**config.mk**
```make
export PLATFORM = sky130hd
export DESIGN_NAME = spi_request_exception_handler
export DESIGN_NICKNAME = d
export VERILOG_FILES = /design/src/hw/spi_req_pkg.sv /design/src/hw/spi_request_exception_handler.sv
export SDC_FILE = /design/constraint.sdc
export NUM_CORES = 1
export LEC_CHECK = 0
export ABC_AREA = 1
export CAP_MARGIN = 20
export CELL_PAD_IN_SITES_DETAIL_PLACEMENT = 1
export CELL_PAD_IN_SITES_GLOBAL_PLACEMENT = 1
export CORE_UTILIZATION = 24
export DETAILED_ROUTE_END_ITERATION = 8
export DONT_BUFFER_PORTS = 1
export PLACE_DENSITY = 0.45
export SYNTH_ARGS = -nofsm -noshare
export SYNTH_HDL_FRONTEND = slang
export SYNTH_SLANG_ARGS = --single-unit
```
**constraint.sdc**
```tcl
create_clock -name i_clk -period 5.6 [get_ports i_clk]
set_clock_uncertainty 0.2 [all_clocks]
set_input_delay 0.28 -clock i_clk [delete_from_list [all_inputs] [get_ports i_clk]]
set_output_delay 0.28 -clock i_clk [all_outputs]
set_load 0.02 [all_outputs]
```
**src/hw/spi_req_pkg.sv**
```systemverilog
// Package: constants and types for the SPI request and exception handler
package spi_req_pkg;

  // ----------------------------------------------------------------
  // Frame layout
  // ----------------------------------------------------------------
  localparam int FRAME_BITS = 16;
  localparam int CNT_W = 5;
  localparam logic [CNT_W-1:0] FRAME_EDGES = 5'h10;
  localparam int BIT_RSVD15 = 15;
  localparam int BIT_ACCEL = 14;
  localparam int BIT_AXIS = 13;
  localparam int BIT_OC = 12;
  localparam int BIT_SD = 2;
  localparam int BIT_ARM = 1;
  localparam int ADDR_HI = 12;
  localparam int ADDR_LO = 8;
  localparam int DATA_HI = 7;
  localparam int ZERO_HI = 11;
  localparam int ZERO_LO = 3;

  // ----------------------------------------------------------------
  // Configuration register fields and special addresses
  // ----------------------------------------------------------------
  localparam int CFG_SD_BIT = 4;
  localparam int CFG_ACFG2_BIT = 2;
  localparam int CFG_ACFG1_BIT = 1;
  localparam int CFG_LOCK_BIT = 7;
  localparam logic [4:0] ADDR_STATUS = 5'h0e;
  localparam logic [4:0] ADDR_CONTROL = 5'h0a;

  // ----------------------------------------------------------------
  // Response codes in bits 15..12, accel status in bits 11..10, and the reset reply frame
  // ----------------------------------------------------------------
  localparam logic [3:0] CODE_SPI_ERR = 4'hf;
  localparam logic [3:0] CODE_MISO_ERR = 4'he;
  localparam logic [3:0] CODE_INV_REG = 4'hd;
  localparam logic [3:0] CODE_INV_ACCEL = 4'hc;
  localparam logic [3:0] CODE_INT_ERR = 4'hb;
  localparam logic [3:0] CODE_ST_ERR = 4'ha;
  localparam logic [3:0] CODE_ACCEL = 4'h1;
  localparam logic [3:0] CODE_WR_ACK = 4'h2;
  localparam logic [3:0] CODE_RD_DATA = 4'h3;
  localparam logic [1:0] STAT_NORMAL = 2'h0;
  localparam logic [1:0] STAT_OVER = 2'h2;
  localparam logic [FRAME_BITS-1:0] TX_RESET = 16'hf000;

  typedef enum logic [1:0] {
    SEL_X_OC,
    SEL_X_RAW,
    SEL_Y_OC,
    SEL_Y_RAW
  } data_sel_t;

  typedef struct packed {
    logic init_pending;
    logic internal_fault;
    logic crc_error;
    logic selftest_error;
    logic offset_over;
    logic sd_over;
  } fault_t;

  typedef struct packed {
    logic valid;
    logic [4:0] addr;
    logic [7:0] data;
  } wr_req_t;

endpackage

```
**src/hw/spi_request_exception_handler.sv**
```systemverilog
// SPI command decoder with prioritised exception responses
`timescale 1ns/100ps
module spi_request_exception_handler #(
  parameter logic [31:0] WRITABLE_MASK = 32'h0000_fc00,
  parameter logic [31:0] READABLE_MASK = 32'hffff_ffff
) (
  input wire logic i_clk,
  input wire logic i_arst_n,
  input wire logic i_cs_n,
  input wire logic i_sclk,
  input wire logic i_mosi,
  input wire logic i_miso_readback,
  output logic o_miso,
  output logic o_miso_oe,
  input wire logic [7:0] i_dev_config,
  input wire spi_req_pkg::fault_t i_faults,
  input wire logic [9:0] i_accel_data,
  input wire logic [7:0] i_rd_data,
  output logic [4:0] o_rd_addr,
  output spi_req_pkg::wr_req_t o_wr,
  output spi_req_pkg::data_sel_t o_data_sel,
  output logic o_arm_update,
  output logic o_status_read,
  output logic o_pcm_disable,
  output logic o_reset_occurred_flag,
  output logic o_readback_mismatch_flag
);
  import spi_req_pkg::*;

  // ----------------------------------------------------------------
  // Pin synchronisers
  // ----------------------------------------------------------------
  logic [1:0] cs_n_sync_r;
  logic [1:0] sclk_sync_r;
  logic [1:0] mosi_sync_r;
  logic [1:0] rb_sync_r;
  logic cs_n_d_r;
  logic sclk_d_r;

  always_ff @(posedge i_clk or negedge i_arst_n) begin
    if (!i_arst_n) begin
      cs_n_sync_r <= 2'h3;
      sclk_sync_r <= 2'h0;
      mosi_sync_r <= 2'h0;
      rb_sync_r <= 2'h0;
      cs_n_d_r <= 1'b1;
      sclk_d_r <= 1'b0;
    end else begin
      cs_n_sync_r <= {cs_n_sync_r[0], i_cs_n};
      sclk_sync_r <= {sclk_sync_r[0], i_sclk};
      mosi_sync_r <= {mosi_sync_r[0], i_mosi};
      rb_sync_r <= {rb_sync_r[0], i_miso_readback};
      cs_n_d_r <= cs_n_sync_r[1];
      sclk_d_r <= sclk_sync_r[1];
    end
  end

  logic cs_n_s;
  logic sclk_s;
  logic frame_start;
  logic frame_end;
  logic sclk_rise;
  logic sclk_fall;
  assign cs_n_s = cs_n_sync_r[1];
  assign sclk_s = sclk_sync_r[1];
  assign frame_start = cs_n_d_r && !cs_n_s;
  assign frame_end = !cs_n_d_r && cs_n_s;
  assign sclk_rise = !cs_n_s && sclk_s && !sclk_d_r;
  assign sclk_fall = !cs_n_s && !sclk_s && sclk_d_r;

  // ----------------------------------------------------------------
  // Shifters, edge count, framing and readback checks
  // ----------------------------------------------------------------
  logic [FRAME_BITS-1:0] rx_r;
  logic [FRAME_BITS-1:0] tx_r;
  logic [FRAME_BITS-1:0] next_tx_r;
  logic [CNT_W-1:0] edge_cnt_r;
  logic frame_err_r;
  logic rb_err_r;

  // MOSI in on rising SCLK, MISO moves on falling SCLK, MSB first
  always_ff @(posedge i_clk or negedge i_arst_n) begin
    if (!i_arst_n) begin
      rx_r <= '0;
      tx_r <= TX_RESET;
      edge_cnt_r <= '0;
    end else if (frame_start) begin
      tx_r <= next_tx_r;
      edge_cnt_r <= '0;
    end else begin
      if (sclk_rise) begin
        rx_r <= {rx_r[FRAME_BITS-2:0], mosi_sync_r[1]};
        if (edge_cnt_r != 5'h1f) begin
          edge_cnt_r <= edge_cnt_r + 5'h01;
        end
      end
      // A fall before the first rise is a framing fault; shifting then would misalign the reply
      if (sclk_fall && (edge_cnt_r != '0)) begin
        tx_r <= {tx_r[FRAME_BITS-2:0], 1'b0};
      end
    end
  end

  // SCLK level is checked at both chip-select edges
  always_ff @(posedge i_clk or negedge i_arst_n) begin
    if (!i_arst_n) begin
      frame_err_r <= 1'b0;
    end else if (frame_start) begin
      frame_err_r <= sclk_s;
    end else if (frame_end && sclk_s) begin
      frame_err_r <= 1'b1;
    end
  end

  // The bit under test has been on the pin for several clocks by the rising edge
  always_ff @(posedge i_clk or negedge i_arst_n) begin
    if (!i_arst_n) begin
      rb_err_r <= 1'b0;
    end else if (frame_start) begin
      rb_err_r <= 1'b0;
    end else if (sclk_rise && (rb_sync_r[1] != tx_r[FRAME_BITS-1])) begin
      rb_err_r <= 1'b1;
    end
  end

  assign o_miso = tx_r[FRAME_BITS-1];
  assign o_miso_oe = !cs_n_s;

  // ----------------------------------------------------------------
  // Command decode
  // ----------------------------------------------------------------
  logic is_accel;
  logic is_write;
  logic [4:0] addr;
  logic spi_err;
  logic cfg_mismatch;
  logic wr_allowed;
  logic rd_allowed;
  logic write_lock_flag;
  logic rd_ok;
  logic status_rd_ok;
  logic rbm_flag_r;
  logic rst_flag_r;

  assign is_accel = rx_r[BIT_ACCEL];
  assign is_write = rx_r[BIT_AXIS];
  assign addr = rx_r[ADDR_HI:ADDR_LO];
  assign o_rd_addr = addr;
  assign write_lock_flag = i_dev_config[CFG_LOCK_BIT];
  assign cfg_mismatch = (rx_r[BIT_SD] != i_dev_config[CFG_SD_BIT]) ||
                        (rx_r[BIT_ARM] != (i_dev_config[CFG_ACFG2_BIT] | i_dev_config[CFG_ACFG1_BIT]));

  always_comb begin
    spi_err = frame_err_r || (edge_cnt_r != FRAME_EDGES);
    if (!(^rx_r)) begin
      spi_err = 1'b1;
    end
    if (is_accel && (rx_r[BIT_RSVD15] || (rx_r[ZERO_HI:ZERO_LO] != '0))) begin
      spi_err = 1'b1;
    end
    if (!is_accel && !is_write && (rx_r[DATA_HI:0] != '0)) begin
      spi_err = 1'b1;
    end
  end

  // Control register stays writable under the lock so a lock can still be lifted by reset logic
  assign wr_allowed = WRITABLE_MASK[addr] && (!write_lock_flag || (addr == ADDR_CONTROL));
  assign rd_allowed = READABLE_MASK[addr];
  assign rd_ok = frame_end && !is_accel && !is_write && !spi_err && !rb_err_r && rd_allowed;
  assign status_rd_ok = rd_ok && (addr == ADDR_STATUS);

  // ----------------------------------------------------------------
  // Reply selection by exception priority
  // ----------------------------------------------------------------
  logic [3:0] code;
  logic [11:0] payload;
  logic arm_ok;

  always_comb begin
    arm_ok = 1'b0;
    payload = '0;
    if (spi_err) begin
      code = CODE_SPI_ERR;
    end else if (rb_err_r) begin
      code = CODE_MISO_ERR;
    end else if (is_accel) begin
      if (cfg_mismatch) begin
        code = CODE_INV_ACCEL;
      end else if (i_faults.init_pending || rst_flag_r || i_faults.crc_error) begin
        code = CODE_INT_ERR;
      end else if (i_faults.selftest_error || i_faults.internal_fault) begin
        code = CODE_ST_ERR;
      end else begin
        code = CODE_ACCEL;
        arm_ok = 1'b1;
        payload = {(i_faults.offset_over || i_faults.sd_over) ? STAT_OVER : STAT_NORMAL, i_accel_data};
      end
    end else if (is_write) begin
      code = wr_allowed ? CODE_WR_ACK : CODE_INV_REG;
      payload = {4'h0, rx_r[DATA_HI:0]};
    end else begin
      code = rd_allowed ? CODE_RD_DATA : CODE_INV_REG;
      payload = {4'h0, i_rd_data};
    end
  end

  // Reset value makes the first reply after any reset an SPI-error frame
  always_ff @(posedge i_clk or negedge i_arst_n) begin
    if (!i_arst_n) begin
      next_tx_r <= TX_RESET;
    end else if (frame_end) begin
      next_tx_r <= {code, payload};
    end
  end

  // ----------------------------------------------------------------
  // Side effects of a decoded frame
  // ----------------------------------------------------------------
  always_ff @(posedge i_clk or negedge i_arst_n) begin
    if (!i_arst_n) begin
      o_wr <= '0;
    end else begin
      o_wr.valid <= frame_end && !is_accel && is_write && !spi_err && wr_allowed;
      o_wr.addr <= addr;
      o_wr.data <= rx_r[DATA_HI:0];
    end
  end

  always_ff @(posedge i_clk or negedge i_arst_n) begin
    if (!i_arst_n) begin
      o_arm_update <= 1'b0;
      o_data_sel <= SEL_X_OC;
    end else begin
      o_arm_update <= frame_end && arm_ok;
      if (frame_end && is_accel && !spi_err) begin
        o_data_sel <= data_sel_t'({rx_r[BIT_AXIS], rx_r[BIT_OC]});
      end
    end
  end

  always_ff @(posedge i_clk or negedge i_arst_n) begin
    if (!i_arst_n) begin
      o_status_read <= 1'b0;
    end else begin
      o_status_read <= status_rd_ok;
    end
  end

  // New mismatch wins over a clear in the same cycle
  always_ff @(posedge i_clk or negedge i_arst_n) begin
    if (!i_arst_n) begin
      rbm_flag_r <= 1'b0;
    end else if (sclk_rise && (rb_sync_r[1] != tx_r[FRAME_BITS-1])) begin
      rbm_flag_r <= 1'b1;
    end else if (status_rd_ok) begin
      rbm_flag_r <= 1'b0;
    end
  end

  always_ff @(posedge i_clk or negedge i_arst_n) begin
    if (!i_arst_n) begin
      rst_flag_r <= 1'b1;
    end else if (status_rd_ok) begin
      rst_flag_r <= 1'b0;
    end
  end

  assign o_readback_mismatch_flag = rbm_flag_r;
  assign o_reset_occurred_flag = rst_flag_r;
  // Init pending clears on its own in the source logic; no latch here
  assign o_pcm_disable = i_faults.init_pending || rst_flag_r;

endmodule

```
[Word-level counts from Yosys, hierarchy flattened]
Memory sizes are Yosys's and may differ from the RTL's.
Cells that the tools add are included.
Word-level totals
  memory bits (read-only): 64
  bits of input ports: 38
  register bits after elaboration: 85
  memories: 2
  output and inout bits: 28
  logic and storage cells: 126
Memory list
  (no name shown): words 32, width 1, rd ports 1, clocked after Yosys merged registers in 0, wr ports 0, line spi_request_exception_handler.sv:168  | assign rd_allowed = READABLE_MASK[addr];
  (no name shown): words 32, width 1, rd ports 1, clocked after Yosys merged registers in 0, wr ports 0, line spi_request_exception_handler.sv:167  | assign wr_allowed = WRITABLE_MASK[addr] && (!write_lock_flag || (addr == ADDR_CONTROL));
Operators by class
  bitwise logic cells: 2
  reductions and logical operators: 54
  multiplexer cells: 39
  equality and inequality tests: 7
  magnitude comparators: 1
  $add $sub $neg: 1
Operators by type and width (count)
  $mux 12: 6
  $mux 4: 9
  $mux 16: 2
  $logic_and 1x1->1: 25
  $mux 1: 17
  $reduce_xor 16->1: 1
  $mux 5: 3
  $reduce_bool 2->1: 6
  $eq 5x4->1 const B: 2
  $ne 5x5->1 const B: 2
  $logic_not 1->1: 9
  $reduce_bool 9->1: 1
  $logic_or 1x1->1: 8
  $mux 8: 1
  $reduce_bool 8->1: 1
  $lt 5x6->1 const B: 1
  $add 5x1->5 const B: 1
  $reduce_bool 5->1: 1
  $reduce_and 2->1: 2
  $ne 1x1->1: 3
  $mux 2: 1
  $not 1->1: 1
  $or 1x1->1: 1

[Logic depth before layout (Yosys ltp)]
Gate-level depths: netlist of run 1.
  word-level depth: 12
  depth in mapped cells: 14
  mapped depth without buffers: 13

[Worst setup path after synthesis of run 1]
Ideal clock, no wire load.
  kind: reg2reg
  from: reg rx_r[10]
  to: reg next_tx_r[2]
  period minus slack after synthesis: 1839 ps
  path slack: 3761 ps
  arrival: 1521 ps
  stages on the path, launching flop included: 14
  path buffers: 1
  cell sequence: dfrtp_1 -> inv_1 -> ha_1 -> inv_1 -> nand2_1 -> nand2_1 -> nand2_1 -> nand3_1 -> nand2_1 -> nand2_1 -> nand2_2 -> buf_4 -> nand3_1 -> nand2_1
On the way
  word-level cells in the longest chain between the ends: 6
  elaborated cells on any way between the ends: 8
  those cells by class: mux (4); reduce/logical (4)
RTL lines
  start: declaration: line spi_request_exception_handler.sv:74  | logic [FRAME_BITS-1:0] rx_r;
  start signal: assignment: line spi_request_exception_handler.sv:92  | rx_r <= {rx_r[FRAME_BITS-2:0], mosi_sync_r[1]};
  $reduce_bool 9->1: line spi_request_exception_handler.sv:158  | if (is_accel && (rx_r[BIT_RSVD15] || (rx_r[ZERO_HI:ZERO_LO] != '0))) begin
  $logic_or 1x1->1: line spi_request_exception_handler.sv:158
  $logic_and 1x1->1: line spi_request_exception_handler.sv:158
  $mux 1 *: line spi_request_exception_handler.sv:158
  $mux 1 *: line spi_request_exception_handler.sv:161  | if (!is_accel && !is_write && (rx_r[DATA_HI:0] != '0)) begin
  $mux 12 *: line spi_request_exception_handler.sv:182  | if (spi_err) begin
  end signal: assignment: line spi_request_exception_handler.sv:212  | next_tx_r <= {code, payload};
  end: declaration: line spi_request_exception_handler.sv:76  | logic [FRAME_BITS-1:0] next_tx_r;
Every way passes the cells marked *; elsewhere a longest branch is shown, timed or not.
A chain may end at the register's enable or synchronous reset.

[Final worst setup path of run 1]
  from: reg cs_n_d_r
  to: reg tx_r[9]
On the way
  word-level cells in the longest chain between the ends: 2
  elaborated cells on any way between the ends: 3
  those cells by class: mux (1); reduce/logical (2)
RTL lines
  start: declaration: line spi_request_exception_handler.sv:37  | logic cs_n_d_r;
  start signal: assignment: line spi_request_exception_handler.sv:53  | cs_n_d_r <= cs_n_sync_r[1];
  $logic_and 1x1->1 *: line spi_request_exception_handler.sv:66  | assign frame_start = cs_n_d_r && !cs_n_s;
  $mux 16 or $reduce_bool 2->1 (tied branches)
  end signal: assignment: line spi_request_exception_handler.sv:88  | tx_r <= next_tx_r;
  end signal: assignment: line spi_request_exception_handler.sv:99  | tx_r <= {tx_r[FRAME_BITS-2:0], 1'b0};
  end: declaration: line spi_request_exception_handler.sv:75  | logic [FRAME_BITS-1:0] tx_r;
Marks and branches as above.

==> impl.org, run 1 <==
** Setup path
- Worst Setup Path Type :: reg -> reg
- The worst setup path is captured at a flip-flop.
- Cell with the largest stage delay on the worst path :: sky130_fd_sc_hd__nand2_1
- Top fanout value on the critical path :: 31
- In this design, the stage delay of the slowest critical-path cell is 0.67 ns.
- Kind of launch point of the worst setup path :: flip-flop
- Critical path required time :: 5.62 ns
- For the worst setup path, the data arrival time is 2.76 ns.
- Cells along the critical path :: inv_1, nor2_2, inv_2, nand2_1, inv_1, nand2_1, o21ai_0

** Timing
- Headroom to the max-slew limit came out at 0.508.
- In the finished design, the share of the clock period the worst path needs comes to 0.490.
- Summed over all failing endpoints, the final setup total negative slack is 0 ns.
- The worst path needs 2.74 ns of the cycle, external delays included.
- Once routing completed, OpenROAD measured the worst setup slack at 2.86 ns.
- Transition at the pin with the smallest max-transition slack :: 0.737 ns
- Setup repair after global routing left no endpoint under its margin.
- Hold Violations, Final :: 0
- Final setup violation count :: 0
- Hold timing on the final database bottoms out at a slack of 0.00200 ns.
- Fmax achieved :: 0.365 GHz
- The final-report max-slew violation count was 0.

** Place
- IO Port Bufs :: 0
- Weighted congestion at the end of routability-driven global placement :: 0.778
- Prior to clock tree synthesis, the placed netlist has a worst setup slack of 2.81 ns.
- Detailed placement ended at an HPWL of 7.28 mm.
- Cell area after placement :: 4070 um2

** Min path
- The worst hold path belongs to the class in -> reg.

** Clocking
- Number of buffers on the longest clock path :: 2
- CTS H-tree lvls :: 3
- CTS tree :: done
- Buffers inserted by post-CTS timing repair :: 0
- Clock latency at the later pin of the worst-skew pair :: 0.34 ns
- Counting every sink on the clock net gives 84.
- After clock tree synthesis, the clock-pin slew on the worst setup and hold paths is 0.06 ns.
- Clock tree synthesis inserted a total of 9 buffers.
- CTS Root Cell :: sky130_fd_sc_hd__clkbuf_16

** Detailed routing
- DR vias :: 2905
- DRC violation count after routing :: 0
- Average vias per placed instance :: 4.32
- Dividing the detail-routed wire length by the instance count gives 15.4 um.
- Drt first pass iters :: 4
- Wires add up to 10.4 mm.
- Iteration-0 DRC Markers :: 143
- Post-route antenna net violation count :: 0

** Power and ir drop
- Maximum vdd ir drop :: 0.000154 V
- Power, Total :: 1.76 mW
- Summed over all cells, the static leakage comes to 2.15 nW.
- In this run the power density over the cells is 390 nW/um2.

** Final layout
- # diodes :: 0
- Counting the fill cells in the layout gives 1884.
- With fillers left out, the area of the finished cells amounts to 4520 um2.
- Most used cells in the layout excluding fill and tap cells :: sky130_fd_sc_hd__nand2_1, sky130_fd_sc_hd__dfrtp_1, sky130_fd_sc_hd__inv_1
- The net count of the finished layout is 499.
- Leaving out fill and tap cells, the most frequent cell in the layout is sky130_fd_sc_hd__nand2_1.
- In the final layout, the share of cells above drive strength 1 is 0.0965.
- Growth of design area from synthesis to finish :: 15.9%

** GRT
- The first global-routing pass estimated 17.1 mm of wire.
- The via count of the first global-routing pass is 3148.
- For met3 alone, demand over resource in global routing was 0.0289.
- Met1 Track Usage GR :: 0.174
- For this run the aggregate overflow at the end of global routing stands at 0.
- Across every metal layer, demand over resource in global routing totals 0.136.
- GRT met2 Usage :: 0.225
- After global routing, the most crowded layer is met2.
- Entering global routing, the biggest net connects 85 pins.
- Initial antenna violation count :: 0

** Floorplanning
- Area of the die :: 16800 um2
- From bottom edge to top edge, the die measures 130 um.
- Rows :: 46
- In this run the standard cell core region covers 15900 um2.
- Total I/O pin count :: 66
- The initial utilization of the core area, before any placement, comes to 0.246.
- The die is 130 um wide.

** Outcome
- Status :: finished clean

** Synth
- Post-synth EDFFs :: 0
- The number of nets in the synthesized netlist is 495.
- Total of warnings raised by yosys :: 0
- Synthesis produced 447 cells.
- In the post-synthesis netlist, the biggest area contributors are sky130_fd_sc_hd__dfrtp_1, sky130_fd_sc_hd__nand2_1, sky130_fd_sc_hd__dfstp_2, sky130_fd_sc_hd__o21ai_0, sky130_fd_sc_hd__inv_1.
- sky130_fd_sc_hd__dfrtp_1 takes more of the synthesized area than any other cell.
- Synthesized cell area :: 3900 um2
- The share of synthesized area in the top cell type comes to 0.462.
- Register area share after synthesis :: 0.542
- For this run, the leading register cell type out of synthesis is sky130_fd_sc_hd__dfrtp_1.
- In the synthesized netlist the async set-or-reset flop fraction comes to 1.00.
- Distinct cell type count of the synthesized netlist :: 31
- In this run the mean area of a mapped cell was 8.73 um2.
- The synthesized design contains 84 register bits.

** Job
- Max-cap violations in this run came to 0.
-- flip-flops by register name, summed over array words and instances, names as in the netlist, 2 cells and up --
register and count:
next_tx_r 15, cs_n_sync_r 2, tx_r 16, rb_sync_r 2, o_data_sel 2, mosi_sync_r 2, edge_cnt_r 5, rx_r 16
o_wr 14, sclk_sync_r 2
-- layer usage --
metal	share of wire	wire [um]
met5	0	0
met4	0.018	189
met3	0.032	331
met2	0.49	5070
met1	0.46	4770
-- cell type report --
cell class	count	area, um2	share of cell area
clock buffers	11	243	0.0537
clock inverters	5	75.1	0.0166
inverters	58	220	0.0487
multi-input cells	288	1460	0.323
flip-flops and latches	84	2120	0.468
well taps	216	270	0.0598
repair buffers	10	135	0.0299
-- path summary, 6_finish.rpt --
path,start,to,slack (ns),depth (start not counted)
max in group asynchronous,i_arst_n,tx_r[15],4.47,2
min,i_accel_data[3],next_tx_r[3],0.002,4
min reg2reg,mosi_sync_r[0],mosi_sync_r[1],0.15,0
min in group asynchronous,i_arst_n,next_tx_r[3],0.37,2
max,cs_n_d_r,tx_r[9],2.86,7
max reg2reg,cs_n_d_r,tx_r[9],2.86,7
-- Yosys cell counts (6+ instances only) --
library cell,number
sky130_fd_sc_hd__a22oi_1,7
sky130_fd_sc_hd__nand2_1,116
sky130_fd_sc_hd__inv_1,53
sky130_fd_sc_hd__nand3_1,28
sky130_fd_sc_hd__o211ai_1,8
sky130_fd_sc_hd__clkbuf_1,6
sky130_fd_sc_hd__buf_4,8
sky130_fd_sc_hd__nand4_1,11
sky130_fd_sc_hd__dfstp_2,12
sky130_fd_sc_hd__ha_1,10
sky130_fd_sc_hd__nor2_1,36
sky130_fd_sc_hd__dfrtp_1,72
sky130_fd_sc_hd__o21ai_0,40
-- power breakdown --
part	internal, mW	total, mW	switching, mW
Sequential	0.676	0.762	0.0858
Clock	0.401	0.647	0.246
Combinational	0.112	0.356	0.243
-- metrics by stage --
step           utilization  cells
2_1_floorplan            -    447
3_3_place_gp         0.256    646
3_5_place_dp         0.256    646
4_1_cts              0.283    671
5_1_grt              0.285    672
6_report             0.285    672
-- worst max-delay path: cells and delay by family, from the launching register on --
| family | cells | cell delay, ns |
|---|---|---|
| simple gates | 3 | 1.16 |
| buf+inv | 3 | 0.61 |
| compound gates | 1 | 0.07 |
| flops | 1 | 0.56 |
-- what timing repair did --
| action | 4_1_cts | 5_1_grt |
|---|---|---|
| hold endpoints to repair | 91 | 0 |
| resized for setup | 0 | 0 |
| hold buffers | 9 | 0 |
| setup endpoints to repair | 0 | 0 |
-- kinds of logic after synthesis --
logic type               Yosys count  synth area share
adder cells (fa/ha/maj)           10            0.0321
AND/OR/NAND/NOR                  206             0.231
XOR/XNOR                           6            0.0135
buffers and inverters             75            0.0830
flip-flops                        84             0.542
AO/OA/AOI/OAI                     66            0.0975
Power figures use the tool's default switching activity.
==> inputs of run 2 (changes only) <==
ABC_AREA = 0   (was 1)
PLACE_DENSITY = 0.43   (was 0.45)
clock period = 2.7 ns   (was 5.6 ns; I/O delays follow)
==> run 2 against run 1 <==
  * Sequential share of layout area down 1.3 points
  * Synthesized cell count down 25%
  * Fmax up 3.9%
  * Non-clock buffer count up 37
  * Critical path type unchanged
  * Critical endpoint is now o_reset_occurred_flag
==> impl.org, run 2 <==
** Synth
- Largest cells by area after synthesis :: sky130_fd_sc_hd__dfrtp_1, sky130_fd_sc_hd__dfstp_2, sky130_fd_sc_hd__mux2i_1, sky130_fd_sc_hd__nand2_1, sky130_fd_sc_hd__o21ai_0
- Count of mapped cells out of synthesis :: 336
- For this run, the register share of the synthesized area comes to 0.570.
- Synthesized cell area :: 3710 um2
- The Yosys step of the flow raised 0 warnings.
- The synthesized netlist contains 46 unique library cells.
- Register bit total from synthesis :: 84
- The number of nets handed over by synthesis was 384.
- Post-synth EDFFs :: 0
- Most numerous cell types in the synthesized netlist :: sky130_fd_sc_hd__dfrtp_1, sky130_fd_sc_hd__nand2_1, sky130_fd_sc_hd__o21ai_0
- Yosys instantiated no cell more often than sky130_fd_sc_hd__dfrtp_1.
- Area leader, netlist :: sky130_fd_sc_hd__dfrtp_1
- Asr flop ratio synth :: 1.00
- Fraction of synthesized cell area taken by the top area cell type :: 0.485
- After synthesis, the mean cell area works out to 11.1 um2.
- For this run, the leading register cell type out of synthesis is sky130_fd_sc_hd__dfrtp_1.

** Min path
- Worst Hold Endpoint :: next_tx_r[13]
- Cell count of the worst hold path :: 4
- Start point of the worst min-delay path :: i_faults[3]
- The worst hold path belongs to the class in -> reg.

** Timing
- Worst slew margin :: 0.581
- Clock period minus final worst setup slack :: 2.64 ns
- Portion of the clock cycle consumed by the worst path in the final layout :: 0.978
- Hold Violations, Final :: 0
- For the pin with the worst max-slew slack, the measured transition is 0.622 ns.
- Fmax achieved :: 0.379 GHz
- Pins Over Slew Limit :: 0
- Setup violations remaining at the end of the flow were counted as 0.
- Setup repair after global routing missed its margin :: true

** Setup path
- The number of buffers and inverters on the critical path is 3.
- Endpoint arrival time on the critical path :: 2.72 ns
- The worst setup path is of the reg -> reg kind.
- Cells along the critical path :: inv_1, ha_1, or3b_4, or4b_4, a221oi_4, buf_6, nand3b_4, buf_6, o21a_1
- On the worst path, the slowest cell contributes a delay of 0.57 ns.
- Endpoint kind of the worst setup timing path :: flip-flop
- Cell repeated most along the worst path :: sky130_fd_sc_hd__buf_6
- Capture instance of the worst register-to-register path :: o_reset_occurred_flag
- On the critical path the largest part of the delay comes from simple AND/OR/NAND/NOR gates.
- The worst register-to-register path begins at edge_cnt_r[1].
- Worst R2R Path Depth :: 9
- Of all nets on the critical path, the largest fanout is 6.
- Setup slack, reg-to-reg :: 0.06 ns
- Critical path required time :: 2.78 ns
- Cell with the largest stage delay on the worst path :: sky130_fd_sc_hd__or4b_4
- Kind of launch point of the worst setup path :: flip-flop

** Final layout
- With fillers left out, the area of the finished cells amounts to 4650 um2.
- The library cells used most frequently in the layout, excluding fill and tap cells, are sky130_fd_sc_hd__dfrtp_1, sky130_fd_sc_hd__nand2_1, sky130_fd_sc_hd__o21ai_0.
- The library cell used most frequently in the layout, excluding fill and tap cells, is sky130_fd_sc_hd__dfrtp_1.
- The finished layout holds 568 standard cells, fillers aside.
- The layout has 1664 filler cells.
- Relative to the synthesized area, the layout overhead comes to 25.2%.
- In the final layout, the share of cells above drive strength 1 is 0.182.
- Utilization after layout :: 0.307
- # diodes :: 0
- Layout net count :: 423
- Largest registers :: rx_r (16), tx_r (16), next_tx_r (15)

** Power and ir drop
- Leakage :: 2.00 nW
- Maximum vdd ir drop :: 0.000276 V
- Pwr/cell area :: 641 nW/um2

** Place
- Detailed placement ended at an HPWL of 6.39 mm.
- Counting tap cells, the placed design contains a total of 519 instances.
- At the end of routability-driven placement, the weighted congestion stood at 0.753.
- Cell area after placement :: 3940 um2
- IO Port Bufs :: 0

** GRT
- The first global-routing pass estimated 15.7 mm of wire.
- Pin count of the biggest net entering global routing :: 85
- The initial antenna violation count came to 0.
- Remaining global-route overflow :: 0
- Overall fraction of global-route tracks in use :: 0.130
- Via count of the first global-routing pass :: 2847

** Clocking
- Clock tree synthesis inserted a total of 9 buffers.
- CTS Root Cell :: sky130_fd_sc_hd__clkbuf_16
- The later pin in the worst-skew pair is clocked with a latency of 0.35 ns.
- CTS H-tree lvls :: 3
- CTS tree :: done
- Counting every sink on the clock net gives 84.
- Number of buffers on the longest clock path :: 2
- Clock-pin slew was measured on the worst setup and hold paths at 0.06 ns.

** Floorplanning
- Width of the die :: 126 um
- 66 I/O pins were placed.
- The region available for standard cell placement spans 15100 um2.
- Rows :: 45
- Area of the die :: 16000 um2
- The initial utilization of the core area, before any placement, comes to 0.245.
- The floorplan step set the die height to 126 um.

** Detailed routing
- Wires add up to 9.40 mm.
- Iteration-0 DRC Markers :: 61
- DRC violation count after routing :: 0
- Post-DR wirelength/cell :: 16.6 um
- Drt first pass iters :: 4
- In the routed layout, each cell is associated on average with a via count of 4.44.
- The detail route stage leaves a number of antenna-violating nets equal to 0.
- DR vias :: 2522

** Outcome
- The flow ran to the end, and the final reports show no timing, DRC or antenna violations.

** Job
- Max-cap violations in this run came to 0.
[run 2: cell count changes after synthesis, sizes merged, moves of 5 or more]
cell,delta
xnor2,+7
nand2,-70
nand4,-9
mux2,+6
inv,-41
clkbuf,+5
mux2i,+23
nor2,-16
a22oi,-7
nand3,-25
o211ai,-8
[run 2: power breakdown]
part / internal (mW) / switching, mW / total (mW)
registers: 1.33 / 0.0846 / 1.41
logic: 0.155 / 0.196 / 0.351
clock network: 0.709 / 0.509 / 1.22
total: 2.19 / 0.790 / 2.98
[run 2: timing repair]
action,in CTS,in global routing
gates resized for setup,0,17
setup endpoints to repair,1,17
hold buffers,30,0
setup buffers,0,3
pin swaps,0,2
endpoints found under the hold margin,101,0
[run 2: worst max path at each step]
stage | startpoint | cells after the start | endpoint | slack (ns)
6_report | edge_cnt_r[1] | 9 | o_reset_occurred_flag | 0.06
5_1_grt | edge_cnt_r[1] | 9 | next_tx_r[4] | -0.03
4_1_cts | edge_cnt_r[1] | 7 | next_tx_r[9] | -0.002
3_5_place_dp | edge_cnt_r[1] | 8 | o_reset_occurred_flag | 0.03
3_3_place_gp | edge_cnt_r[1] | 8 | o_reset_occurred_flag | 0.08
2_1_floorplan | edge_cnt_r[0] | 7 | o_data_sel[0] | 0.22
[run 2: final cells by class]
class / count / area, um2 / area share
sequential: 84 / 2120 / 0.455
multi-input combinational: 216 / 1490 / 0.321
timing repair buffer: 47 / 457 / 0.0982
tap: 188 / 235 / 0.0506
clock buffer: 10 / 229 / 0.0492
inverter: 17 / 63.8 / 0.0137
clock inverter: 6 / 55.1 / 0.0118
[run 2: cell families after synthesis]
family / count (synthesis) / share of synthesized area
and+or+nand+nor: 101 / 0.127
muxes: 29 / 0.0802
adders and majority gates: 10 / 0.0337
buffers and inverters: 36 / 0.0512
AOI/OAI and AO/OA: 63 / 0.103
DFF: 84 / 0.570
xor gates and xnor gates: 13 / 0.0347
[run 2: stage by stage]
step | total power [mW] | setup TNS [ns] | hold slack, ns | worst slack (ns)
after global routing | 3.14 | -0.162 | 0.116 | -0.0272
final | 2.98 | 0 | 0.0910 | 0.0597
after global placement | 1.70 | 0 | -0.354 | 0.0772
after CTS | 3.00 | -0.00151 | 0.0675 | -0.00151
after floorplan | 1.61 | 0 | -0.361 | 0.219
after detailed placement | 1.70 | 0 | -0.354 | 0.0275
[run 2: layer usage]
metal  track usage  vias up  wire length, um
li1              -     1214                -
met3        0.0422       15              449
met4        0.0581        0              205
met5             0        -                0
met1         0.166     1251             4290
met2         0.202       42             4460
[run 2: worst reg2reg max path, stage by stage, from the launching register on]
cell and delay (ns):
sky130_fd_sc_hd__dfrtp_1 0.39, sky130_fd_sc_hd__inv_1 0.08, sky130_fd_sc_hd__ha_1 0.14, sky130_fd_sc_hd__or3b_4 0.38
sky130_fd_sc_hd__or4b_4 0.57, sky130_fd_sc_hd__a221oi_4 0.23, sky130_fd_sc_hd__buf_6 0.16, sky130_fd_sc_hd__nand3b_4 0.12
sky130_fd_sc_hd__buf_6 0.15, sky130_fd_sc_hd__o21a_1 0.16
